`src/logic/drt_cfg.svh`:
```
/*
 * Constants of the request routing and transfer sequencer: register offsets,
 * field positions, reset values and timing counts.
 * Assumes inclusion by bare name from the package and the design module.
 */
`ifndef DRT_CFG_SVH
`define DRT_CFG_SVH

// ----------------------------------------------------------------
// Register byte offsets
// ----------------------------------------------------------------
`define DRT_OFS_CTRL 8'h00
`define DRT_OFS_BYPASS 8'h04
`define DRT_OFS_FLYBY 8'h08
`define DRT_OFS_BLOCK 8'h0c
`define DRT_OFS_DEMAND 8'h10
`define DRT_OFS_DIR 8'h14
`define DRT_OFS_ARM 8'h18
`define DRT_OFS_COUNT 8'h1c
`define DRT_OFS_ADDR 8'h20
`define DRT_OFS_STATUS 8'h24

// ----------------------------------------------------------------
// Board control fields
// ----------------------------------------------------------------
`define DRT_CTRL_CH4_SEL 0
`define DRT_CTRL_T2_EN 1
`define DRT_CTRL_T3_EN 2
`define DRT_CTRL_T4_EN 3
`define DRT_CTRL_SCAN_EN 4
`define DRT_CTRL_RESET 8'h10

// ----------------------------------------------------------------
// Request lines driven by timer outputs, and the GPIB channel
// ----------------------------------------------------------------
`define DRT_T2_LINE 5
`define DRT_T3_LINE 0
`define DRT_T4_LINE 6
`define DRT_GPIB_CH 4

// ----------------------------------------------------------------
// Timing
// ----------------------------------------------------------------
`define DRT_CLK_NS 20
`define DRT_SCAN_NS 160
`define DRT_SCAN_CYCLES ((`DRT_SCAN_NS + `DRT_CLK_NS - 1) / `DRT_CLK_NS)

`endif

```
`src/logic/drt_pkg.sv`:
```
/*
 * Types of the request routing and transfer sequencer.
 * Assumes drt_cfg.svh is on the include path.
 */
package drt_pkg;
    `include "drt_cfg.svh"

    // Gray codes along idle, wait, fetch, deposit, flyby, release
    typedef enum logic [2:0] {
        DRT_IDLE = 3'h0,
        DRT_WAIT_GRANT = 3'h1,
        DRT_FETCH = 3'h3,
        DRT_DEPOSIT = 3'h2,
        DRT_FLYBY = 3'h6,
        DRT_RELEASE = 3'h4
    } drt_state_t;

    typedef struct packed {
        logic [7:0] req_s1;
        logic [7:0] req_s2;
        logic eop_s1;
        logic eop_s2;
        logic [7:0] scan_hold;
        logic [7:0] scan_cnt;
        logic [7:0] req_prev;
        logic [7:0] pending;
        logic [7:0] ctrl;
        logic [7:0] bypass;
        logic [7:0] flyby;
        logic [7:0] block;
        logic [7:0] demand;
        logic [7:0] dir;
        logic [7:0] enable;
        logic [7:0] done;
        logic [7:0][15:0] count;
        logic [7:0][15:0] addr;
        drt_state_t st;
        logic [2:0] ch;
        logic [31:0] data;
        logic eop_out;
        logic ack;
        logic [31:0] rdata;
    } drt_regs_t;
endpackage

```
`src/logic/drt_router.sv`:
```
/*
 * Eight-channel request router and transfer sequencer with an Avalon-MM
 * register slave (one wait state per access).
 * Assumes a single 50 MHz clock, a local bus arbiter answering bus_request
 * with bus_grant, and a system bus answering each cycle with cycle_ack.
 */
`timescale 1ns/1ns
`include "drt_cfg.svh"

module drt_router
    import drt_pkg::*;
#(
    parameter int SCAN_DIV = `DRT_SCAN_CYCLES
) (
    input wire logic clk,
    input wire logic rst_n,
    input wire logic [7:0] avs_address,
    input wire logic avs_read,
    input wire logic avs_write,
    input wire logic [31:0] avs_writedata,
    input wire logic [3:0] avs_byteenable,
    output logic [31:0] avs_readdata,
    output logic avs_waitrequest,
    input wire logic [7:0] trigger_bus_request_n_in,
    output logic [7:0] trigger_bus_request_n_out,
    output logic [7:0] trigger_bus_request_n_oe,
    input wire logic end_of_process_n,
    output logic end_of_process_out_n,
    input wire logic gpib_request,
    output logic gpib_select,
    input wire logic timer_output_two,
    input wire logic timer_output_three,
    input wire logic timer_output_four,
    output logic [7:0] controller_request_in,
    output logic bus_request,
    input wire logic bus_grant,
    output logic cycle_valid,
    output logic cycle_write,
    output logic cycle_on_target,
    output logic [15:0] cycle_addr,
    output logic [31:0] cycle_wdata,
    input wire logic [31:0] cycle_rdata,
    input wire logic cycle_ack,
    output logic [2:0] external_ack_lines,
    output logic external_ack_valid
);

    // ----------------------------------------------------------------
    // Helpers
    // ----------------------------------------------------------------
    function automatic logic [31:0] merge_lanes(input logic [31:0] old_v,
            input logic [31:0] new_v, input logic [3:0] be);
        logic [31:0] r;
        r = old_v;
        for (int i = 0; i < 4; i++) begin
            if (be[i]) begin
                r[i*8 +: 8] = new_v[i*8 +: 8];
            end
        end
        return r;
    endfunction

    function automatic logic [3:0] lowest_set(input logic [7:0] v);
        logic [3:0] r;
        r = 4'h0;
        for (int i = 7; i >= 0; i--) begin
            if (v[i]) begin
                r = {1'b1, 3'(i)};
            end
        end
        return r;
    endfunction

    // ----------------------------------------------------------------
    // Reset release
    // ----------------------------------------------------------------
    logic rst_s1;
    logic rst_sync_n;

    always_ff @(posedge clk or negedge rst_n) begin
        if (!rst_n) begin
            rst_s1 <= 1'b0;
            rst_sync_n <= 1'b0;
        end else begin
            rst_s1 <= 1'b1;
            rst_sync_n <= rst_s1;
        end
    end

    drt_regs_t r;
    drt_regs_t next_r;
    logic [7:0] raw_req;
    logic [7:0] service;
    logic [3:0] pick;
    logic [31:0] wr_word;
    logic last_xfer;
    logic finish;
    logic acc;

    // ----------------------------------------------------------------
    // Request routing
    // ----------------------------------------------------------------
    always_comb begin
        raw_req = ~r.req_s2;
        controller_request_in = 8'h00;
        for (int i = 0; i < 8; i++) begin
            controller_request_in[i] = r.bypass[i] ? raw_req[i] : r.scan_hold[i];
        end
        controller_request_in[`DRT_GPIB_CH] = r.ctrl[`DRT_CTRL_CH4_SEL] ? gpib_request
            : (r.bypass[0] ? raw_req[0] : r.scan_hold[0]);
        gpib_select = r.ctrl[`DRT_CTRL_CH4_SEL];
        trigger_bus_request_n_out = 8'h00;
        trigger_bus_request_n_oe = 8'h00;
        trigger_bus_request_n_oe[`DRT_T2_LINE] = r.ctrl[`DRT_CTRL_T2_EN] & timer_output_two;
        trigger_bus_request_n_oe[`DRT_T3_LINE] = r.ctrl[`DRT_CTRL_T3_EN] & timer_output_three;
        trigger_bus_request_n_oe[`DRT_T4_LINE] = r.ctrl[`DRT_CTRL_T4_EN] & timer_output_four;
        service = r.enable & (controller_request_in | r.pending);
        pick = lowest_set(service);
    end

    // ----------------------------------------------------------------
    // Outputs
    // ----------------------------------------------------------------
    always_comb begin
        bus_request = (r.st == DRT_WAIT_GRANT) || (r.st == DRT_FETCH)
            || (r.st == DRT_DEPOSIT) || (r.st == DRT_FLYBY);
        cycle_valid = (r.st == DRT_FETCH) || (r.st == DRT_DEPOSIT) || (r.st == DRT_FLYBY);
        cycle_write = (r.st == DRT_DEPOSIT) || ((r.st == DRT_FLYBY) && r.dir[r.ch]);
        cycle_on_target = ((r.st == DRT_FETCH) && !r.dir[r.ch])
            || ((r.st == DRT_DEPOSIT) && r.dir[r.ch]) || (r.st == DRT_FLYBY);
        cycle_addr = r.addr[r.ch];
        cycle_wdata = (r.st == DRT_DEPOSIT) ? r.data : 32'h0000_0000;
        external_ack_valid = (r.st == DRT_FLYBY);
        external_ack_lines = external_ack_valid ? r.ch : 3'h0;
        end_of_process_out_n = ~r.eop_out;
        avs_waitrequest = (avs_read | avs_write) & ~r.ack;
        avs_readdata = r.rdata;
    end

    // ----------------------------------------------------------------
    // Next state
    // ----------------------------------------------------------------
    always_comb begin
        next_r = r;
        acc = (avs_read | avs_write) & ~r.ack;
        wr_word = 32'h0000_0000;
        last_xfer = (r.count[r.ch] <= 16'h0001) || !r.eop_s2;
        finish = 1'b0;
        next_r.req_s1 = trigger_bus_request_n_in;
        next_r.req_s2 = r.req_s1;
        next_r.eop_s1 = end_of_process_n;
        next_r.eop_s2 = r.eop_s1;
        // Scan path samples on a divided tick; disabling it drops scanned requests
        next_r.scan_cnt = (r.scan_cnt >= 8'(SCAN_DIV - 1)) ? 8'h00 : r.scan_cnt + 8'h01;
        if (r.scan_cnt == 8'h00) begin
            next_r.scan_hold = r.ctrl[`DRT_CTRL_SCAN_EN] ? raw_req : 8'h00;
        end
        // a pulse is remembered until served
        next_r.req_prev = controller_request_in;
        next_r.eop_out = 1'b0;
        next_r.ack = acc;
        case (r.st)
            DRT_IDLE: begin
                if (pick[3]) begin
                    next_r.ch = pick[2:0];
                    next_r.st = DRT_WAIT_GRANT;
                end
            end
            DRT_WAIT_GRANT: begin
                if (bus_grant) begin
                    next_r.pending[r.ch] = 1'b0;
                    // mode from flyby and block bits
                    next_r.st = (r.flyby[r.ch] && !r.block[r.ch]) ? DRT_FLYBY : DRT_FETCH;
                end
            end
            DRT_FETCH: begin
                if (cycle_ack) begin
                    next_r.data = cycle_rdata;
                    next_r.st = DRT_DEPOSIT;
                end
            end
            DRT_DEPOSIT: finish = cycle_ack;
            DRT_FLYBY: finish = cycle_ack;
            default: next_r.st = DRT_IDLE;
        endcase
        if (finish) begin
            next_r.count[r.ch] = r.count[r.ch] - 16'h0001;
            next_r.addr[r.ch] = r.addr[r.ch] + 16'h0001;
            if (last_xfer) begin
                // count expiry or end-of-process ends the channel
                next_r.enable[r.ch] = 1'b0;
                next_r.done[r.ch] = 1'b1;
                next_r.eop_out = 1'b1;
                next_r.st = DRT_RELEASE;
            end else if (r.demand[r.ch] && controller_request_in[r.ch]) begin
                // keep the bus back to back
                next_r.pending[r.ch] = 1'b0;
                next_r.st = (r.st == DRT_FLYBY) ? DRT_FLYBY : DRT_FETCH;
            end else begin
                // give the bus up, resume later in place
                next_r.st = DRT_RELEASE;
            end
        end else if (r.st == DRT_RELEASE) begin
            next_r.st = DRT_IDLE;
        end
        // Register writes land on the acknowledging edge
        if (avs_write && r.ack) begin
            wr_word = merge_lanes(32'h0000_0000, avs_writedata, avs_byteenable);
            if (avs_address == `DRT_OFS_CTRL) begin
                next_r.ctrl = avs_byteenable[0] ? wr_word[7:0] : r.ctrl;
            end else if (avs_address == `DRT_OFS_BYPASS) begin
                next_r.bypass = avs_byteenable[0] ? wr_word[7:0] : r.bypass;
            end else if (avs_address == `DRT_OFS_FLYBY) begin
                next_r.flyby = avs_byteenable[0] ? wr_word[7:0] : r.flyby;
            end else if (avs_address == `DRT_OFS_BLOCK) begin
                next_r.block = avs_byteenable[0] ? wr_word[7:0] : r.block;
            end else if (avs_address == `DRT_OFS_DEMAND) begin
                next_r.demand = avs_byteenable[0] ? wr_word[7:0] : r.demand;
            end else if (avs_address == `DRT_OFS_DIR) begin
                next_r.dir = avs_byteenable[0] ? wr_word[7:0] : r.dir;
            end else if (avs_address == `DRT_OFS_ARM) begin
                // Done bits set by a finishing transfer win over this clear
                next_r.enable = (next_r.enable | wr_word[7:0]) & ~wr_word[15:8];
                next_r.done = r.done & ~wr_word[7:0] | (next_r.done & ~r.done);
            end else if (avs_address == `DRT_OFS_COUNT) begin
                next_r.count[wr_word[18:16]] = wr_word[15:0];
            end else if (avs_address == `DRT_OFS_ADDR) begin
                next_r.addr[wr_word[18:16]] = wr_word[15:0];
            end
        end
        // per-channel pulse memory, set wins over clear
        next_r.pending = next_r.pending | (controller_request_in & ~r.req_prev);
        if (avs_read && !r.ack) begin
            if (avs_address == `DRT_OFS_CTRL) begin
                next_r.rdata = {24'h0, r.ctrl};
            end else if (avs_address == `DRT_OFS_BYPASS) begin
                next_r.rdata = {24'h0, r.bypass};
            end else if (avs_address == `DRT_OFS_FLYBY) begin
                next_r.rdata = {24'h0, r.flyby};
            end else if (avs_address == `DRT_OFS_BLOCK) begin
                next_r.rdata = {24'h0, r.block};
            end else if (avs_address == `DRT_OFS_DEMAND) begin
                next_r.rdata = {24'h0, r.demand};
            end else if (avs_address == `DRT_OFS_DIR) begin
                next_r.rdata = {24'h0, r.dir};
            end else if (avs_address == `DRT_OFS_ARM) begin
                next_r.rdata = {16'h0, r.done, r.enable};
            end else if (avs_address == `DRT_OFS_COUNT) begin
                next_r.rdata = {13'h0, r.ch, r.count[r.ch]};
            end else if (avs_address == `DRT_OFS_ADDR) begin
                next_r.rdata = {13'h0, r.ch, r.addr[r.ch]};
            end else if (avs_address == `DRT_OFS_STATUS) begin
                next_r.rdata = {16'h0, controller_request_in, 2'h0, r.st, r.ch};
            end else begin
                next_r.rdata = 32'h0000_0000;
            end
        end
    end

    always_ff @(posedge clk or negedge rst_sync_n) begin
        if (!rst_sync_n) begin
            r <= '0;
            r.req_s1 <= 8'hff;
            r.req_s2 <= 8'hff;
            r.eop_s1 <= 1'b1;
            r.eop_s2 <= 1'b1;
            r.ctrl <= `DRT_CTRL_RESET;
        end else begin
            r <= next_r;
        end
    end
endmodule

```
`config.mk`:
```
export PLATFORM = sky130hd
export DESIGN_NAME = drt_router
export DESIGN_NICKNAME = d
export VERILOG_FILES = /design/src/logic/drt_pkg.sv /design/src/logic/drt_router.sv
export VERILOG_INCLUDE_DIRS = /design/src /design/src/logic
export SDC_FILE = /design/constraint.sdc
export NUM_CORES = 1
export LEC_CHECK = 0
export BUFFER_PORTS_ARGS = -buffer_cell sky130_fd_sc_hd__buf_2
export CELL_PAD_IN_SITES_DETAIL_PLACEMENT = 1
export CELL_PAD_IN_SITES_GLOBAL_PLACEMENT = 1
export CORE_ASPECT_RATIO = 1.5
export CORE_UTILIZATION = 43
export CTS_CLUSTER_DIAMETER = 30
export DETAILED_ROUTE_END_ITERATION = 8
export HOLD_SLACK_MARGIN = 0.1
export PLACE_DENSITY_LB_ADDON = 0.25
export REMOVE_ABC_BUFFERS = 1
export SYNTH_ARGS = -nofsm -noshare
export SYNTH_HDL_FRONTEND = slang
export SYNTH_SLANG_ARGS = --single-unit
```
`constraint.sdc`:
```
create_clock -name clk -period 16.3 [get_ports clk]
set_clock_uncertainty 0.15 [all_clocks]
set_input_delay 0.815 -clock clk [delete_from_list [all_inputs] [get_ports clk]]
set_output_delay 0.815 -clock clk [all_outputs]
set_load 0.005 [all_outputs]
```
==> metrics <==
die area 56300 um^2; internal power 2.88 mW; EDFF count, synth 0; Initial Util 43.6%; vias 22700; post_cts resized 0; drt drc 0; gr ovfl total 0; core area 54700 um^2; TritonCTS Buffers 93; per-cell routed wire length 30.1 um; CP startpoint kind register; Clock power frac 41.6%; Final Setup Violations 0; sequential share of power 29.0%; Vias/cell 6.61; Synth async-reset ratio 100%; fin. max-slew vios 0; crit-path max FO 47; Setup CP Type register to register; Seq. cell area 10700 um^2; top cells by area, synth dfrtp_1, nand2_1, mux2_2; Fillers 6091; CTS tree yes; Yosys reg bits 428; vias in the first global route 24100; Fin Hold WS 0.106 ns; final WL 103000 um; Pwr Density 164 nW/um^2; die width 194 um; Hold Crit Class input port to register; area of the multi-input gates 11900 um^2; Worst EP required 16.69 ns; Final period util 34.6%; Post-Syn Instances 2550; Worst Tran Pin Value 1.37 ns; Top FF cell, synth dfrtp_1; Antenna Nets Post-Route 0; Max Cap Viol 0; top cell type's share of synthesized area 43.2%; Setup crit end kind register; switching power 1.78 mW; chip height 290 um; fmax 177 MHz; H-tree levels 3; # port buffers 168; Leakage 12.9 nW; critical path's largest stage delay 0.98 ns; clock latency on the worst-skew pair 0.67 ns; min Tclk post-route 5.64 ns; Hold Fails Final Rpt 0; # clock sinks 428; status finished, final reports clean; Reg clk slew, reported paths 0.05 ns; largest net degree at the start of global routing 145; Clock Tree Buf Depth 3; worst-path cell chain buf_4, nor2b_1, a221oi_1, o22ai_1, nand2_1, nor4_4, nand3_1, and3_1; setup tns final 0 ns; Layout area overhead 19.1%; Final Cell Area 28300 um^2; sequential-to-total area share from yosys stat 45.1%; most frequent cells in the layout dfrtp_1, nand2_1, nor2_1, buf_2, o21ai_0; Final #Nets 2758; IO Pins 210; FP Rows 105; fin util 51.9%; post-DP HPWL 66100 um; Post-Syn Area per Cell 9.34 um^2; Distinct cells, synth 94; synthesized area 23800 um^2; Sw Share 38.2%; DR pass1 iterations 6; clk root buf clkbuf_16; Rel. slew slack 8.33%; CP max stage cell dfrtp_4; most common cell after layout, fill and taps aside dfrtp_1; cell accounting for the most synthesized area dfrtp_1; IR drop worst, VDD 0.0935 mV; GPL Wtd Cong 0.918; overall global routing resource usage 36.6%; CP Buf/Inv Count 1; global-route wire length before repair 154000 um; layout cell share with drive strength beyond 1 22.5%; CP top delay family simple AND/OR/NAND/NOR gates; antenna violations before repair 4; Pwr Total 4.66 mW; RSZ-0062 raised after global routing no; combinational share of power 29.5%; Placed Area 25000 um^2; YS warnings 0; crit path DAT 6.03 ns; DRT iter0 DRCs 2263
[path summary, 6_finish.rpt]
path | end | depth (start not counted) | startpoint | slack, ns
setup reg to reg | r[87]$_DFF_PN0_ | 8 | r[67]$_DFFE_PN0P_ | 10.66
setup / recovery | r[87]$_DFF_PN0_ | 8 | r[67]$_DFFE_PN0P_ | 10.66
max in group asynchronous | r[67]$_DFFE_PN0P_ | 2 | rst_sync_n$_DFF_PN0_ | 13.02
hold / removal | next_r[427]$_DFF_PN1_ | 1 | trigger_bus_request_n_in[1] | 0.11
hold reg to reg | rst_sync_n$_DFF_PN0_ | 0 | rst_s1$_DFF_PN0_ | 0.20
min in group asynchronous | r[270]$_DFF_PN0_ | 0 | rst_sync_n$_DFF_PN0_ | 0.30
[sequential cells by signal, summed over array words and instances, names as in the netlist]
| signal | count |
|---|---|
| r | 398 |
| next_r | 8 |
| rst_sync_n | 1 |
| gpib_select | 1 |
| rst_s1 | 1 |
| avs_readdata | 19 |
[synth_stat cells (24+ instances only)]
library cell and instances:
nor3_1 65, mux2i_1 55, o21ai_0 150, a22oi_1 76, mux4_2 31, mux2_2 94, a21oi_1 144, nor2_1 190
nand2_1 302, inv_1 41, nand2b_1 24, nand3_1 109, nor2b_1 39, a221oi_1 60, a211oi_1 41, buf_4 67
clkbuf_1 153, buf_2 30, o31ai_1 36, and2_1 64, dfrtp_1 411, a31oi_1 84
[power groups by stage]
stage | Combinational (mW) | Sequential, mW | Clock (mW)
2_1_floorplan | 0.773 | 1.35 | 0
3_3_place_gp | 1.29 | 1.35 | 0
3_5_place_dp | 1.32 | 1.36 | 0
4_1_cts | 1.34 | 1.34 | 1.94
5_1_grt | 1.44 | 1.36 | 1.99
6_report | 1.37 | 1.35 | 1.94
[cell families (layout without fill, tap and decap cells)]
| group | Yosys count | after routing | synth area share, % |
|---|---|---|---|
| compound gates | 707 | 707 | 19.6 |
| xor+xnor | 21 | 21 | 0.867 |
| buf+inv | 306 | 465 | 6.08 |
| other cells | 2 | 33 | 0.0315 |
| flops | 428 | 428 | 45.1 |
| mux | 182 | 182 | 9.81 |
| fa+ha+maj | 5 | 5 | 0.263 |
| simple gates | 899 | 899 | 18.3 |
[area by class of cell]
cell class | instances | share of cell area (%)
clock inverter | 56 | 2.41
timing repair buffer | 247 | 5.16
inverter | 43 | 0.569
multi-input combinational | 1845 | 41.9
sequential | 428 | 37.9
antenna | 2 | 0.0177
clock buffer | 119 | 9.01
tap | 695 | 3.07
[repair_timing]
action,4_1_cts,5_1_grt
setup buffers,0,0
hold buffers,4,3
endpoints found under the hold margin,5,3
[through the flow]
stage               setup WS [ns]  instances
detailed placement          10.95       3251
global route                10.69       3433
global placement            10.99       3251
finish                      10.66       3435
floorplan                    3.37       2316
CTS                         10.92       3430
[metal layers]
metal / global-route usage [%] / up-vias / share of wire (%)
li1: - / 9460 / -
met1: 41.3 / 11500 / 36
met2: 60.4 / 1308 / 48
met3: 8.52 / 437 / 8.5
met4: 27.2 / 8 / 8.0
met5: 0 / - / 0.053
No activity file was read; power rests on OpenSTA's default activity.
